### src/hw/rtcb_pkg.sv
// Shared constants for the BCD calendar and time counter bank.
// Assumes a 100 MHz system clock and a 32.768 kHz oscillator input.
`default_nettype none

package rtcb_pkg;

    // System clock and oscillator rates in hertz.
    localparam int unsigned CLK_HZ = 100_000_000;
    localparam int unsigned OSC_FREQ_HZ = 32768;

    // Oscillator edges per second; the prescaler wraps at the last one.
    localparam logic [14:0] TICK_LAST = 15'h7fff;

    // Missed pulses before the fail flag latches, and the silent time
    // that proves it: one period more than the misses, rounded down.
    localparam int unsigned OSC_MISS_PULSES = 4;
    localparam int unsigned FAIL_CYC =
        ((OSC_MISS_PULSES + 1) * CLK_HZ) / OSC_FREQ_HZ;

    // Serial slave address, seven bits, write and read share it.
    localparam logic [6:0] BUS_ADDR = 7'h68;

    // Register offsets on the serial bus.
    localparam logic [7:0] REG_SEC = 8'h00;
    localparam logic [7:0] REG_MIN = 8'h01;
    localparam logic [7:0] REG_HOUR = 8'h02;
    localparam logic [7:0] REG_WDAY = 8'h03;
    localparam logic [7:0] REG_DATE = 8'h04;
    localparam logic [7:0] REG_MON = 8'h05;
    localparam logic [7:0] REG_YEAR = 8'h06;
    localparam int unsigned REG_COUNT = 7;

    // Control and flag bit positions.
    localparam int unsigned HALT_BIT = 7;
    localparam int unsigned FAIL_BIT = 7;
    localparam int unsigned HUNDRED_YEAR_TRACK_ENABLE_BIT = 7;
    localparam int unsigned HUNDRED_YEAR_FLAG_BIT = 6;

    // Values after first power-up.
    localparam logic [7:0] SEC_RST = 8'h00;
    localparam logic [7:0] MIN_RST = 8'h80;
    localparam logic [7:0] HOUR_RST = 8'h00;
    localparam logic [2:0] WDAY_RST = 3'h1;
    localparam logic [5:0] DATE_RST = 6'h01;
    localparam logic [4:0] MON_RST = 5'h01;
    localparam logic [7:0] YEAR_RST = 8'h00;

    // Last valid BCD value of each field but the date before it rolls over.
    localparam logic [7:0] SEC_LAST = 8'h59;
    localparam logic [7:0] MIN_LAST = 8'h59;
    localparam logic [7:0] HOUR_LAST = 8'h23;
    localparam logic [2:0] WDAY_LAST = 3'h7;
    localparam logic [7:0] MON_LAST = 8'h12;
    localparam logic [7:0] YEAR_LAST = 8'h99;

endpackage : rtcb_pkg

`default_nettype wire

### src/hw/rtcb_timekeeping.sv
// Calendar and time-of-day counter bank with its serial port.
// Assumes a 100 MHz clock, a 32.768 kHz oscillator pin and a backup pin.
//
// How it works
// - Seconds tens digit is BCD 0-5.
// - Seconds units digit is BCD 0-9.
// - Invalid digits keep counting until field rollover.
// - Readback may lag one second after backup.
// - Four missed oscillator pulses latch the fail flag.
// - Fail flag set at power-up, host clears.
// - Minutes tens digit is BCD 0-5.
// - Minutes units digit is BCD 0-9.
// - Century bit maintained only when tracking enabled.
// - Century bit toggles on year 99 to 00.
// - Hours count 24-hour, tens digit 0-2.
// - Hours units digit is BCD 0-9.
// - Weekday counts 1 to 7 each day.
// - Weekday written as zero advances until rollover.
// - Date is BCD 01-31, host writes legal dates.
// - Month is BCD 01-12, host writes legal months.
// - Year is two BCD digits 0-9.
// - Halt bit stops oscillator, cleared at power-up, host sets and clears.
// - Backup mode refuses serial access to registers.
// - Slave only, address byte 11010000b/11010001b.
`default_nettype none

module rtcb_timekeeping
    import rtcb_pkg::*;
#(
    parameter int unsigned FAIL_CYCLES = FAIL_CYC
) (
    input wire logic clk_i,
    input wire logic resetn_i,
    input wire logic ce_i,
    input wire logic osc_clk_i,
    input wire logic backup_i,
    input wire logic scl_i,
    input wire logic sda_i,
    output logic sda_o,
    output logic sda_oe_n_o,
    output logic sec_tick_o,
    output logic osc_halt_o,
    output logic osc_fail_o
);

    // Steps a two-digit BCD value; invalid digits just keep stepping.
    function automatic logic [7:0] bcd_next(input logic [7:0] v,
        input logic [7:0] last, input logic [7:0] first,
        input logic [3:0] tmask);
        logic [3:0] u;
        logic [3:0] t;
        u = v[3:0];
        t = v[7:4];
        if (v == last) begin
            bcd_next = first;
        end else if (u == 4'h9 || u == 4'hf) begin
            // The tens field wraps within its own width.
            bcd_next = {(t + 4'h1) & tmask, 4'h0};
        end else begin
            bcd_next = {t, u + 4'h1};
        end
    endfunction : bcd_next

    // Last date of a month in BCD, for a BCD month and BCD year.
    function automatic logic [7:0] month_end(input logic [4:0] m,
        input logic [7:0] y);
        logic leap;
        leap = y[4] ? (y[3:0] == 4'h2 || y[3:0] == 4'h6)
                    : (y[3:0] == 4'h0 || y[3:0] == 4'h4 ||
                       y[3:0] == 4'h8);
        case (m)
            5'h02: month_end = leap ? 8'h29 : 8'h28;
            5'h04, 5'h06, 5'h09, 5'h11: month_end = 8'h30;
            default: month_end = 8'h31;
        endcase
    endfunction : month_end

    // Live counters; each holds only its defined bits.
    logic [7:0] sec_q; // Halt bit plus seconds.
    logic [7:0] min_q; // Fail flag plus minutes.
    logic [7:0] hour_q; // Century enable, century bit, hours.
    logic [2:0] wday_q; // Day of week.
    logic [5:0] date_q; // Day of month.
    logic [4:0] mon_q; // Month.
    logic [7:0] year_q; // Year.
    // Copy the host reads; it lags the counters after backup.
    logic [7:0] shadow_q [0:REG_COUNT-1];
    logic fresh_q; // Copy follows the counters.
    // Backup pin synchroniser and agreed level.
    logic [2:0] bk_s_q;
    logic backup_q;
    logic zero_q; // Constant low data for the open-drain pin.

    // Outputs of the helpers.
    logic tick;
    logic fail_pulse;
    logic sda_oe_n;
    logic wr;
    logic [7:0] wr_addr;
    logic [7:0] wr_data;

    // Each sub-block freezes with the same clock enable.
    rtcb_osc_mon #(
        .FAIL_CYCLES(FAIL_CYCLES)
    ) u_osc (
        .clk_i(clk_i),
        .resetn_i(resetn_i),
        .ce_i(ce_i),
        .osc_clk_i(osc_clk_i),
        .halt_i(sec_q[HALT_BIT]),
        .sec_tick_o(tick),
        .fail_o(fail_pulse)
    );

    // Read data comes from the copy so a backup exit shows old time.
    wire logic in_map = (wr_addr < 8'(REG_COUNT));
    wire logic [7:0] rd_data = in_map ? shadow_q[wr_addr[2:0]] : 8'h00;

    rtcb_i2c_slave u_bus (
        .clk_i(clk_i),
        .resetn_i(resetn_i),
        .ce_i(ce_i),
        .scl_i(scl_i),
        .sda_i(sda_i),
        .refuse_i(backup_q),
        .rdata_i(rd_data),
        .sda_oe_n_o(sda_oe_n),
        .wr_o(wr),
        .addr_o(wr_addr),
        .wdata_o(wr_data)
    );

    // Write strobes per register; unmapped writes fall away.
    wire logic wr_sec = wr && (wr_addr == REG_SEC);
    wire logic wr_min = wr && (wr_addr == REG_MIN);
    wire logic wr_hour = wr && (wr_addr == REG_HOUR);
    wire logic wr_wday = wr && (wr_addr == REG_WDAY);
    wire logic wr_date = wr && (wr_addr == REG_DATE);
    wire logic wr_mon = wr && (wr_addr == REG_MON);
    wire logic wr_year = wr && (wr_addr == REG_YEAR);

    // Carry chain; each carry needs the field at its last value.
    wire logic [7:0] date_last = month_end(mon_q, year_q);
    wire logic c_sec = tick && (sec_q[6:0] == SEC_LAST[6:0]);
    wire logic c_min = c_sec && (min_q[6:0] == MIN_LAST[6:0]);
    wire logic c_hour = c_min && (hour_q[5:0] == HOUR_LAST[5:0]);
    wire logic c_date = c_hour && ({2'b00, date_q} == date_last);
    wire logic c_mon = c_date && ({3'b000, mon_q} == MON_LAST);
    wire logic c_year = c_mon && (year_q == YEAR_LAST);

    // Stepped values of each field.
    wire logic [7:0] sec_inc = bcd_next({1'b0, sec_q[6:0]}, SEC_LAST,
        8'h00, 4'h7);
    wire logic [7:0] min_inc = bcd_next({1'b0, min_q[6:0]}, MIN_LAST,
        8'h00, 4'h7);
    wire logic [7:0] hour_inc = bcd_next({2'b00, hour_q[5:0]},
        HOUR_LAST, 8'h00, 4'h3);
    wire logic [7:0] date_inc = bcd_next({2'b00, date_q}, date_last,
        8'h01, 4'h3);
    wire logic [7:0] mon_inc = bcd_next({3'b000, mon_q}, MON_LAST,
        8'h01, 4'h1);
    wire logic [7:0] year_inc = bcd_next(year_q, YEAR_LAST, 8'h00,
        4'hf);
    // Zero or seven both lead back to Sunday.
    wire logic [2:0] wday_inc = (wday_q == WDAY_LAST || wday_q == 3'h0)
        ? 3'h1 : wday_q + 3'h1;

    // Next values; a host write to a register beats its own step.
    // Reserved bits are never stored, so a careless host is harmless.
    wire logic [7:0] sec_d = wr_sec ? wr_data
        : c_sec ? {sec_q[7], 7'h00}
        : tick ? {sec_q[7], sec_inc[6:0]} : sec_q;
    wire logic [6:0] min_cnt = c_min ? 7'h00
        : c_sec ? min_inc[6:0] : min_q[6:0];
    // The fail event wins over a host clear in the same cycle.
    wire logic fail_d = (wr_min ? wr_data[FAIL_BIT] : min_q[FAIL_BIT])
        | fail_pulse;
    wire logic [7:0] min_d = {fail_d, wr_min ? wr_data[6:0] : min_cnt};
    // The century bit flips only with tracking on.
    wire logic hundred_year_flag_d = hour_q[HUNDRED_YEAR_FLAG_BIT] ^
        (c_year & hour_q[HUNDRED_YEAR_TRACK_ENABLE_BIT]);
    wire logic [5:0] hour_cnt = c_hour ? 6'h00
        : c_min ? hour_inc[5:0] : hour_q[5:0];
    wire logic [7:0] hour_d = wr_hour ? wr_data
        : {hour_q[HUNDRED_YEAR_TRACK_ENABLE_BIT], hundred_year_flag_d, hour_cnt};
    wire logic [2:0] wday_d = wr_wday ? wr_data[2:0]
        : c_hour ? wday_inc : wday_q;
    wire logic [5:0] date_d = wr_date ? wr_data[5:0]
        : c_hour ? date_inc[5:0] : date_q;
    wire logic [4:0] mon_d = wr_mon ? wr_data[4:0]
        : c_date ? mon_inc[4:0] : mon_q;
    wire logic [7:0] year_d = wr_year ? wr_data
        : c_mon ? year_inc : year_q;

    // Bytes as the host sees them; reserved bits read as zero.
    wire logic [7:0] live_w [0:REG_COUNT-1];
    assign live_w[0] = sec_q;
    assign live_w[1] = min_q;
    assign live_w[2] = hour_q;
    assign live_w[3] = {5'h00, wday_q};
    assign live_w[4] = {2'b00, date_q};
    assign live_w[5] = {3'b000, mon_q};
    assign live_w[6] = year_q;

    // Backup pin synchroniser; only stages two and three are compared.
    always_ff @(posedge clk_i) begin
        if (!resetn_i) begin
            bk_s_q <= 3'h0;
            backup_q <= 1'b0;
        end else if (ce_i) begin
            bk_s_q <= {bk_s_q[1:0], backup_i};
            if (bk_s_q[1] == bk_s_q[2]) begin
                backup_q <= bk_s_q[2];
            end
        end
    end

    // Counter bank; reset stands for the very first power-up.
    always_ff @(posedge clk_i) begin
        if (!resetn_i) begin
            sec_q <= SEC_RST;
            min_q <= MIN_RST;
            hour_q <= HOUR_RST;
            wday_q <= WDAY_RST;
            date_q <= DATE_RST;
            mon_q <= MON_RST;
            year_q <= YEAR_RST;
        end else if (ce_i) begin
            sec_q <= sec_d;
            min_q <= min_d;
            hour_q <= hour_d;
            wday_q <= wday_d;
            date_q <= date_d;
            mon_q <= mon_d;
            year_q <= year_d;
        end
    end

    // Read copy: frozen in backup and held after it until the next
    // second tick, so the host may see the old time for a second.
    always_ff @(posedge clk_i) begin
        if (!resetn_i) begin
            fresh_q <= 1'b1;
            for (int k = 0; k < REG_COUNT; k++) begin
                shadow_q[k] <= 8'h00;
            end
        end else if (ce_i) begin
            if (backup_q) begin
                fresh_q <= 1'b0;
            end else if (tick) begin
                fresh_q <= 1'b1;
            end
            if (fresh_q && !backup_q) begin
                for (int k = 0; k < REG_COUNT; k++) begin
                    shadow_q[k] <= live_w[k];
                end
            end
        end
    end

    // Registered top-level outputs.
    always_ff @(posedge clk_i) begin
        if (!resetn_i) begin
            zero_q <= 1'b0;
            sda_o <= 1'b0;
            sda_oe_n_o <= 1'b1;
            sec_tick_o <= 1'b0;
            osc_halt_o <= 1'b0;
            osc_fail_o <= 1'b1;
        end else if (ce_i) begin
            zero_q <= 1'b0;
            sda_o <= zero_q;
            sda_oe_n_o <= sda_oe_n;
            sec_tick_o <= tick;
            osc_halt_o <= sec_q[HALT_BIT];
            osc_fail_o <= min_q[FAIL_BIT];
        end
    end

endmodule : rtcb_timekeeping

`default_nettype wire

### src/hw/rtcb_osc_mon.sv
// Oscillator watcher: second prescaler and miss detector.
// Assumes the oscillator input is asynchronous to clk_i.
`default_nettype none

module rtcb_osc_mon
    import rtcb_pkg::*;
#(
    parameter int unsigned FAIL_CYCLES = FAIL_CYC
) (
    input wire logic clk_i,
    input wire logic resetn_i,
    input wire logic ce_i,
    input wire logic osc_clk_i,
    input wire logic halt_i,
    output logic sec_tick_o,
    output logic fail_o
);

    // Three-stage synchroniser; only stages two and three are compared.
    logic s1_q, s2_q, s3_q;
    // Last agreed level of the oscillator.
    logic lvl_q;
    // Prescaler of oscillator edges.
    logic [14:0] div_q;
    // Clock cycles since the last accepted oscillator edge.
    logic [15:0] gap_q;

    // A rise counts once stages two and three agree on high.
    wire logic agree = (s2_q == s3_q);
    wire logic rise = agree & s3_q & ~lvl_q;
    // A halted oscillator produces no edges at all.
    wire logic edge_ok = rise & ~halt_i;
    wire logic gap_end = (gap_q == 16'(FAIL_CYCLES - 1));

    // Synchroniser, prescaler and silence counter.
    always_ff @(posedge clk_i) begin
        if (!resetn_i) begin
            s1_q <= 1'b0;
            s2_q <= 1'b0;
            s3_q <= 1'b0;
            lvl_q <= 1'b0;
            div_q <= 15'h0000;
            gap_q <= 16'h0000;
            sec_tick_o <= 1'b0;
            fail_o <= 1'b0;
        end else if (ce_i) begin
            s1_q <= osc_clk_i;
            s2_q <= s1_q;
            s3_q <= s2_q;
            if (agree) begin
                lvl_q <= s3_q;
            end
            sec_tick_o <= edge_ok && (div_q == TICK_LAST);
            if (edge_ok) begin
                div_q <= div_q + 15'h0001;
            end
            // The counter stops at the limit so the flag pulses once.
            fail_o <= !edge_ok && gap_end;
            if (edge_ok) begin
                gap_q <= 16'h0000;
            end else if (!gap_end && gap_q != 16'(FAIL_CYCLES)) begin
                gap_q <= gap_q + 16'h0001;
            end else begin
                gap_q <= 16'(FAIL_CYCLES);
            end
        end
    end

endmodule : rtcb_osc_mon

`default_nettype wire

### src/hw/rtcb_i2c_slave.sv
// Serial two-wire slave: address match, pointer, byte transfers.
// Assumes SCL and SDA come from pins, asynchronous to clk_i.
`default_nettype none

module rtcb_i2c_slave
    import rtcb_pkg::*;
(
    input wire logic clk_i,
    input wire logic resetn_i,
    input wire logic ce_i,
    input wire logic scl_i,
    input wire logic sda_i,
    input wire logic refuse_i,
    input wire logic [7:0] rdata_i,
    output logic sda_oe_n_o,
    output logic wr_o,
    output logic [7:0] addr_o,
    output logic [7:0] wdata_o
);

    typedef enum {ST_IDLE, ST_ADDR, ST_AACK, ST_WR, ST_WACK, ST_RD,
        ST_RACK} rtcb_i2c_e;

    rtcb_i2c_e st_q;
    // Synchronisers and agreed levels.
    logic [2:0] scl_s_q, sda_s_q;
    logic scl_q, sda_q;
    logic [7:0] sh_q; // Shift register for both directions.
    logic [3:0] cnt_q; // Bits moved in the current byte.
    logic rw_q; // Direction from the address byte.
    logic first_q; // Next written byte sets the pointer.
    logic ack_q; // Master acknowledged a read byte.

    wire logic scl_ok = (scl_s_q[1] == scl_s_q[2]);
    wire logic sda_ok = (sda_s_q[1] == sda_s_q[2]);
    wire logic scl_rise = scl_ok & scl_s_q[2] & ~scl_q;
    wire logic scl_fall = scl_ok & ~scl_s_q[2] & scl_q;
    wire logic sda_new = sda_ok ? sda_s_q[2] : sda_q;
    wire logic start = scl_q & scl_ok & scl_s_q[2] & sda_q & ~sda_new;
    wire logic stop = scl_q & scl_ok & scl_s_q[2] & ~sda_q & sda_new;
    wire logic addr_hit = (sh_q[7:1] == BUS_ADDR) && !refuse_i;

    // Bus protocol engine; SDA changes only after SCL falls.
    always_ff @(posedge clk_i) begin
        if (!resetn_i) begin
            st_q <= ST_IDLE;
            scl_s_q <= 3'h7;
            sda_s_q <= 3'h7;
            scl_q <= 1'b1;
            sda_q <= 1'b1;
            sh_q <= 8'h00;
            cnt_q <= 4'h0;
            rw_q <= 1'b0;
            first_q <= 1'b0;
            ack_q <= 1'b0;
            sda_oe_n_o <= 1'b1;
            wr_o <= 1'b0;
            addr_o <= 8'h00;
            wdata_o <= 8'h00;
        end else if (ce_i) begin
            scl_s_q <= {scl_s_q[1:0], scl_i};
            sda_s_q <= {sda_s_q[1:0], sda_i};
            if (scl_ok) begin
                scl_q <= scl_s_q[2];
            end
            sda_q <= sda_new;
            wr_o <= 1'b0;
            if (stop) begin
                st_q <= ST_IDLE;
                sda_oe_n_o <= 1'b1;
            end else if (start) begin
                st_q <= ST_ADDR;
                cnt_q <= 4'h0;
                first_q <= 1'b1;
                sda_oe_n_o <= 1'b1;
            end else if (scl_rise) begin
                if (st_q == ST_ADDR || st_q == ST_WR) begin
                    sh_q <= {sh_q[6:0], sda_q};
                    cnt_q <= cnt_q + 4'h1;
                end else if (st_q == ST_RACK) begin
                    ack_q <= ~sda_q;
                end
            end else if (scl_fall) begin
                case (st_q)
                    ST_ADDR: begin
                        // Backup mode answers no address at all.
                        if (cnt_q == 4'h8) begin
                            if (addr_hit) begin
                                st_q <= ST_AACK;
                                rw_q <= sh_q[0];
                                sda_oe_n_o <= 1'b0;
                            end else begin
                                st_q <= ST_IDLE;
                            end
                        end
                    end
                    ST_AACK: begin
                        cnt_q <= 4'h0;
                        if (rw_q) begin
                            st_q <= ST_RD;
                            sh_q <= {rdata_i[6:0], 1'b0};
                            sda_oe_n_o <= rdata_i[7];
                        end else begin
                            st_q <= ST_WR;
                            sda_oe_n_o <= 1'b1;
                        end
                    end
                    ST_WR: begin
                        // Only a whole byte is committed.
                        if (cnt_q == 4'h8) begin
                            st_q <= ST_WACK;
                            sda_oe_n_o <= 1'b0;
                            if (first_q) begin
                                addr_o <= sh_q;
                            end else begin
                                wr_o <= 1'b1;
                                wdata_o <= sh_q;
                            end
                        end
                    end
                    ST_WACK: begin
                        st_q <= ST_WR;
                        cnt_q <= 4'h0;
                        sda_oe_n_o <= 1'b1;
                        first_q <= 1'b0;
                        if (!first_q) begin
                            addr_o <= addr_o + 8'h01;
                        end
                    end
                    ST_RD: begin
                        if (cnt_q == 4'h7) begin
                            st_q <= ST_RACK;
                            sda_oe_n_o <= 1'b1;
                            addr_o <= addr_o + 8'h01;
                        end else begin
                            cnt_q <= cnt_q + 4'h1;
                            sda_oe_n_o <= sh_q[7];
                            sh_q <= {sh_q[6:0], 1'b0};
                        end
                    end
                    ST_RACK: begin
                        // A missing acknowledge ends the read.
                        if (ack_q) begin
                            st_q <= ST_RD;
                            cnt_q <= 4'h0;
                            sh_q <= {rdata_i[6:0], 1'b0};
                            sda_oe_n_o <= rdata_i[7];
                        end else begin
                            st_q <= ST_IDLE;
                        end
                    end
                    default: begin
                        st_q <= ST_IDLE;
                        sda_oe_n_o <= 1'b1;
                    end
                endcase
            end
        end
    end

endmodule : rtcb_i2c_slave

`default_nettype wire

### config.mk
export PLATFORM = sky130hd
export DESIGN_NAME = rtcb_timekeeping
export DESIGN_NICKNAME = d
export VERILOG_FILES = /design/src/hw/rtcb_pkg.sv /design/src/hw/rtcb_timekeeping.sv /design/src/hw/rtcb_osc_mon.sv /design/src/hw/rtcb_i2c_slave.sv
export SDC_FILE = /design/constraint.sdc
export NUM_CORES = 1
export LEC_CHECK = 0
export ABC_AREA = 1
export ABC_CLOCK_PERIOD_IN_PS = 3200
export BUFFER_PORTS_ARGS = -buffer_cell sky130_fd_sc_hd__clkbuf_2
export CAP_MARGIN = 10
export CORE_UTILIZATION = 47
export CTS_BUF_LIST = sky130_fd_sc_hd__clkbuf_4
export DETAILED_ROUTE_END_ITERATION = 8
export GPL_TIMING_DRIVEN = 0
export PLACE_DENSITY = 0.64
export SYNTH_ARGS = -nofsm -noshare
export SYNTH_HDL_FRONTEND = slang
export SYNTH_SLANG_ARGS = --single-unit
### constraint.sdc
create_clock -name clk_i -period 3.2 [get_ports clk_i]
set_input_delay 0.32 -clock clk_i [delete_from_list [all_inputs] [get_ports clk_i]]
set_output_delay 0.32 -clock clk_i [all_outputs]
set_load 0.02 [all_outputs]
# After elaboration in Yosys (flattened, before gate mapping)
# Memories as Yosys holds them, arrays and structs flattened. A register that Yosys moved wholly into a read port is not among the register bits.
# Cells that the tools add are included.
# word_totals
word_cells	364
ramBits	56
out_inout_bits	5
reg_bits	165
mem_count	1
# mem_list
memory	words	word_bits	read_ports	rd_clocked_by_memory_dff	write_ports	line_no	text
shadow_q	7	8	1	1	7	rtcb_timekeeping.sv:87	logic [7:0] shadow_q [0:REG_COUNT-1];
# classes
n_eq_ne	71
bitwise_logic	34
muxes	106
order_cmp	1
add_sub_neg	17
reduce_logical	88
# ops
operator	n
$mux 32	7
$pmux 32 s6	1
$mux 8	23
$eq 32x3->1 const B	4
$eq 32x2->1 const B	3
$mux 7	10
$eq 4x4->1 const B	14
$mux 6	8
$pmux 8 s3	2
$add 4x1->4 const B	8
$eq 32x1->1 const B	1
$eq 32x4->1 const B	1
$mux 1	32
$mux 16	2
$reduce_and 2->1	14
$reduce_bool 3->1	9
$eq 8x3->1 const B	3
$mux 4	6
$ne 4x1->1 const B	6
$eq 7x7->1 const B	3
$mux 3	7
$mux 5	4
$logic_and 1x1->1	18
$reduce_and 3->1	6
other kinds (53)	125

# Depth between registers and ports, before layout
# depth
ltp_word	13
depth_mapped	17
depth_no_buf	17

# Cells and area by module
# Synthesis repeated with hierarchy kept, for this count alone.
# unflattened
cells_unflattened	1408
hier_area_um2	10226.1
# by_module_without_submodules
module	seq_area_each_um2	instances	area_each_um2	cells_per_inst
rtcb_timekeeping	2482.4	1	5619.1	696
rtcb_i2c_slave	880.8	1	2560.0	397
rtcb_osc_mon	740.7	1	2047.0	315

# Worst setup path before layout
# Ideal clock, no wire load.
# synth_timing
kind	in2reg
from	in ce_i
to	mem shadow_q[0][0], enable pin
slack_ns	0.832
cell_stages	4
path_buffers	2
setup_ns	0.404
t_arrival_ns	1.963
cell_sequence	clkbuf_1 buf_1 nand3_1 nand2_1
# synth_lines
element	line_no	text
from (decl)	rtcb_timekeeping.sv:34	input wire logic ce_i,
to (decl)	rtcb_timekeeping.sv:87	

# Worst setup path after layout
# layout_timing
from	reg u_bus.scl_s_q[1]
to	reg u_bus.wdata_o[6]
# layout_between
elab_chain_len	7
elab_cells_between_ends	15
# layout_rtl
element	line_no	text
from (decl)	rtcb_i2c_slave.sv:26	logic [2:0] scl_s_q, sda_s_q;
from (signal assigned)	rtcb_i2c_slave.sv:61	scl_s_q <= {scl_s_q[1:0], scl_i};
$eq 1x1->1 (*)	rtcb_i2c_slave.sv:34	wire logic scl_ok = (scl_s_q[1] == scl_s_q[2]);
$and 1x1->1 (2 in a row)	rtcb_i2c_slave.sv:39, rtcb_i2c_slave.sv:40	
$and 1x1->1 (on tied branches) (2 in a row)	rtcb_i2c_slave.sv:39, rtcb_i2c_slave.sv:40	
$not 1->1 (no source line)	-	
$reduce_and 8->1 (no source line) (*)	-	
to (signal assigned)	rtcb_i2c_slave.sv:117	wdata_o <= sh_q;
to (decl)	rtcb_i2c_slave.sv:18	output logic [7:0] wdata_o
# Mark *: on every way between the ends. The rest lies on a longest branch, timed or not.
# A chain may end at the register's enable or synchronous reset.

==> flow_metrics.py <==
metrics = {
    "sta": {
        "maxSlewHeadroom_pct": 46.6,
        "hold_slack_ps": 48.1,
        "period_share_pct": 78.7,
        "grt_setup_unrepaired": "false",
        "clock_skew_ps": 16.4,
        "setup_viol": 0,
        "slew_viol_final": 0,
        "fin_crit_ps": 2520,
        "max_freq_mhz": 397,
        "hold_viol": 0,
        "worstMarginPinSlew_ps": 801,
    },
    "cts": {
        "cts_sinks": 185,
        "cts_resized": 0,
        "tritoncts": "done",
        "cts_root_buffer": "clkbuf_4",
        "path_clk_slew_ps": 160,
        "cts_hold_buffers": 4,
        "htreeDepth": 4,
        "cts_setup_buffers": 0,
        "cts_buffers": 17,
        "clk_latency_ps": 600,
        "clk_path_buf_depth": 2,
    },
    "finish": {
        "drive_gt1_share_pct": 7.56,
        "largestRegisters": "shadow_q: 46 flops, u_osc.gap_q: 16 flops, u_osc.div_q: 15 flops",
        "final_cell_area_mm2": 0.0105,
        "regMostFlops": "shadow_q",
        "largest_register_ffs": 46,
        "fin_nets": 1355,
        "fill_cells": 2008,
        "most-common-layout-cells": "nand2_1, inv_1, nor2_1, dfxtp_1, a21oi_1",
        "utilization_pct": 51.7,
        "multi_input_area_mm2": 0.00467,
        "seq_area_mm2": 0.00416,
        "area_delta_synth_final_pct": 8.08,
        "final_common_cell": "nand2_1",
    },
    "critical_path": {
        "criticalPathCategory": "reg2reg",
        "cpMostUsedCell": "inv_1",
        "endpoint": "u_bus.wdata_o[6]",
        "ff2ff_setup_slack_ps": 680,
        "cp_cell_sequence": "inv_1 > ha_1 > nor3_1 > nand3_1 > nand2_2 > inv_1 > nand4_1 > buf_2 > o21ai_0 > a21oi_1",
        "worstRegToRegCells": 10,
        "crit_path_start_kind": "register",
        "cp_max_fo": 10,
        "end_kind": "register",
        "r2r_start": "u_bus.scl_s_q[1]",
        "timing.rr.end": "u_bus.wdata_o[6]",
        "cp_slowest_stage_delay_ps": 390,
        "cp.required_ps": 3730,
        "slowest_stage": "dfxtp_1",
        "cp.arrival_ps": 3050,
        "crit_start": "u_bus.scl_s_q[1]",
    },
    "floorplanning": {
        "ioPinCount": 12,
        "rows": 52,
        "die_y_um": 145,
        "die_x_um": 145,
        "die_area_mm2": 0.0212,
        "initial_core_util_pct": 47.8,
        "core_mm2": 0.0202,
    },
    "placed_design": {
        "placed_area_mm2": 0.0101,
        "routabilityCongestion": 0.937,
        "place_hpwl_um": 20500,
        "portBuffers": 10,
    },
    "grt": {
        "grt_pass1_wl_um": 42700,
        "track_usage_pct": 26.3,
        "grt.overflow.total": 0,
        "antenna_found_initial": 1,
        "grt_pass1_vias": 7944,
        "grt_start_max_net_pins": 41,
    },
    "yosys": {
        "synth-edff-count": 46,
        "yosysWarnings": 0,
        "syn_avg_cell_area_um2": 7.58,
        "syn-cell-area_mm2": 0.00968,
        "synth_top_family_by_area": "simple AND/OR/NAND/NOR gates",
        "synthMuxAreaShare_pct": 0,
        "synth-xor-area-share_pct": 1.90,
        "synth_cell_type_count": 50,
        "synth-simple-area-share_pct": 22.5,
        "synthAdderAreaFrac_pct": 4.91,
        "synth_compound_area_share_pct": 18.8,
        "yosys_register_bits": 185,
        "syn_inst": 1276,
        "synth_nets": 1321,
        "yosys_most_used_dff": "dfxtp_1",
        "yosysSeqAreaShare_pct": 43.0,
        "synthArstFlopShare_pct": 0,
    },
    "drt": {
        "wirelength_um": 27300,
        "first_pass_iters": 5,
        "viasPerCell": 5.48,
        "avgRoutedWirePerCell_um": 17.1,
        "ant_nets": 0,
        "drc_errors": 0,
        "num_vias": 8738,
        "drtIter0Drc": 763,
    },
    "pwr": {
        "vdd_ir_drop_max_mv": 0.223,
        "total_power_mw": 4.16,
        "power_density_mw_per_mm2": 398,
        "p_leak_nw": 4.10,
    },
    "status": {
        "status": "completed",
    },
    "flow_run": {
        "max-cap-violations": 0,
    },
    "hold_path": {
        "hp-class": "in2reg",
    },
}
==> layout make-up <==
cell class,instances,share of cell area [%]
Clock buffer,18,1.29
Buffer,42,1.65
Timing Repair Buffer,15,1.05
Antenna cell,1,0.0239
Inverter,180,6.46
Multi-Input combinational cell,869,44.6
Tap cell,270,3.23
Clock inverter,14,1.85
Sequential cell,185,39.8
==> logic make-up (layout without fill, tap and decap cells) <==
logic type,count (synthesis),in the layout
other,1,2
adders and majority gates,38,38
AOI/OAI and AO/OA,317,317
DFF,185,185
and+or+nand+nor,492,492
buffers and inverters,222,269
xor gates and xnor gates,21,21
==> synthesized netlist by cell type, types with 6 or more instances <==
| cell | n | area share (%) |
|---|---|---|
| nand2_1 | 187 | 7.3 |
| inv_1 | 164 | 6.4 |
| nor2_1 | 162 | 6.3 |
| dfxtp_1 | 139 | 29 |
| a21oi_1 | 112 | 5.8 |
| o21ai_0 | 108 | 5.6 |
| nand3_1 | 49 | 2.5 |
| edfxtp_1 | 46 | 14 |
| ha_1 | 38 | 4.9 |
| clkbuf_1 | 31 | 1.2 |
| nor3_1 | 27 | 1.4 |
| nand4_1 | 24 | 1.6 |
| a211oi_1 | 16 | 1.2 |
| o22ai_1 | 16 | 1.0 |
| xor2_1 | 14 | 1.3 |
| a31oi_1 | 13 | 0.84 |
| inv_2 | 12 | 0.47 |
| o211ai_1 | 12 | 0.93 |
| nor2_2 | 9 | 0.58 |
| o21ai_1 | 9 | 0.47 |
| nor4_1 | 7 | 0.45 |
| xnor2_1 | 7 | 0.63 |
| buf_2 | 6 | 0.31 |
| nor2_4 | 6 | 0.70 |
==> power breakdown <==
part / switching [mW] / internal (mW) / total [mW]
clock network: 0.848 / 0.634 / 1.48
registers: 0.0209 / 2.44 / 2.46
logic: 0.165 / 0.0588 / 0.223
total: 1.03 / 3.13 / 4.16
==> layer usage <==
layer  wire, um  up-vias  GRT usage (%)
li1           -     4353              -
met1      12900     4035           36.7
met2      12000      307           41.1
met3       1820       43           4.58
met4        639        0           8.74
met5          0        -              0
==> worst min path at each step <==
stage / startpoint / endpoint / depth (start not counted)
3_5_place_dp: u_osc.div_q[14] / u_osc.div_q[14] / 2
2_1_floorplan: u_osc.div_q[14] / u_osc.div_q[14] / 2
4_1_cts: resetn_i / u_osc.gap_q[3] / 3
6_report: resetn_i / u_osc.gap_q[3] / 3
5_1_grt: resetn_i / u_osc.gap_q[3] / 3
3_3_place_gp: u_osc.div_q[14] / u_osc.div_q[14] / 2
==> per-stage QoR <==
stage | setup slack (ps) | instances | TNS, ps
2_1_floorplan | 832 | 1276 | 0
3_3_place_gp | -467 | 1556 | -21350
3_5_place_dp | 501 | 1557 | 0
4_1_cts | 684 | 1593 | 0
5_1_grt | 476 | 1594 | 0
6_report | 683 | 1594 | 0
==> worst max-delay path, delay by kind of cell (launching register included) <==
| family | cells | cell delay, ps |
|---|---|---|
| simple gates | 4 | 980 |
| flops | 1 | 390 |
| compound gates | 2 | 290 |
| buf+inv | 3 | 480 |
| fa+ha+maj | 1 | 320 |
(Power assumes the default switching activity.)
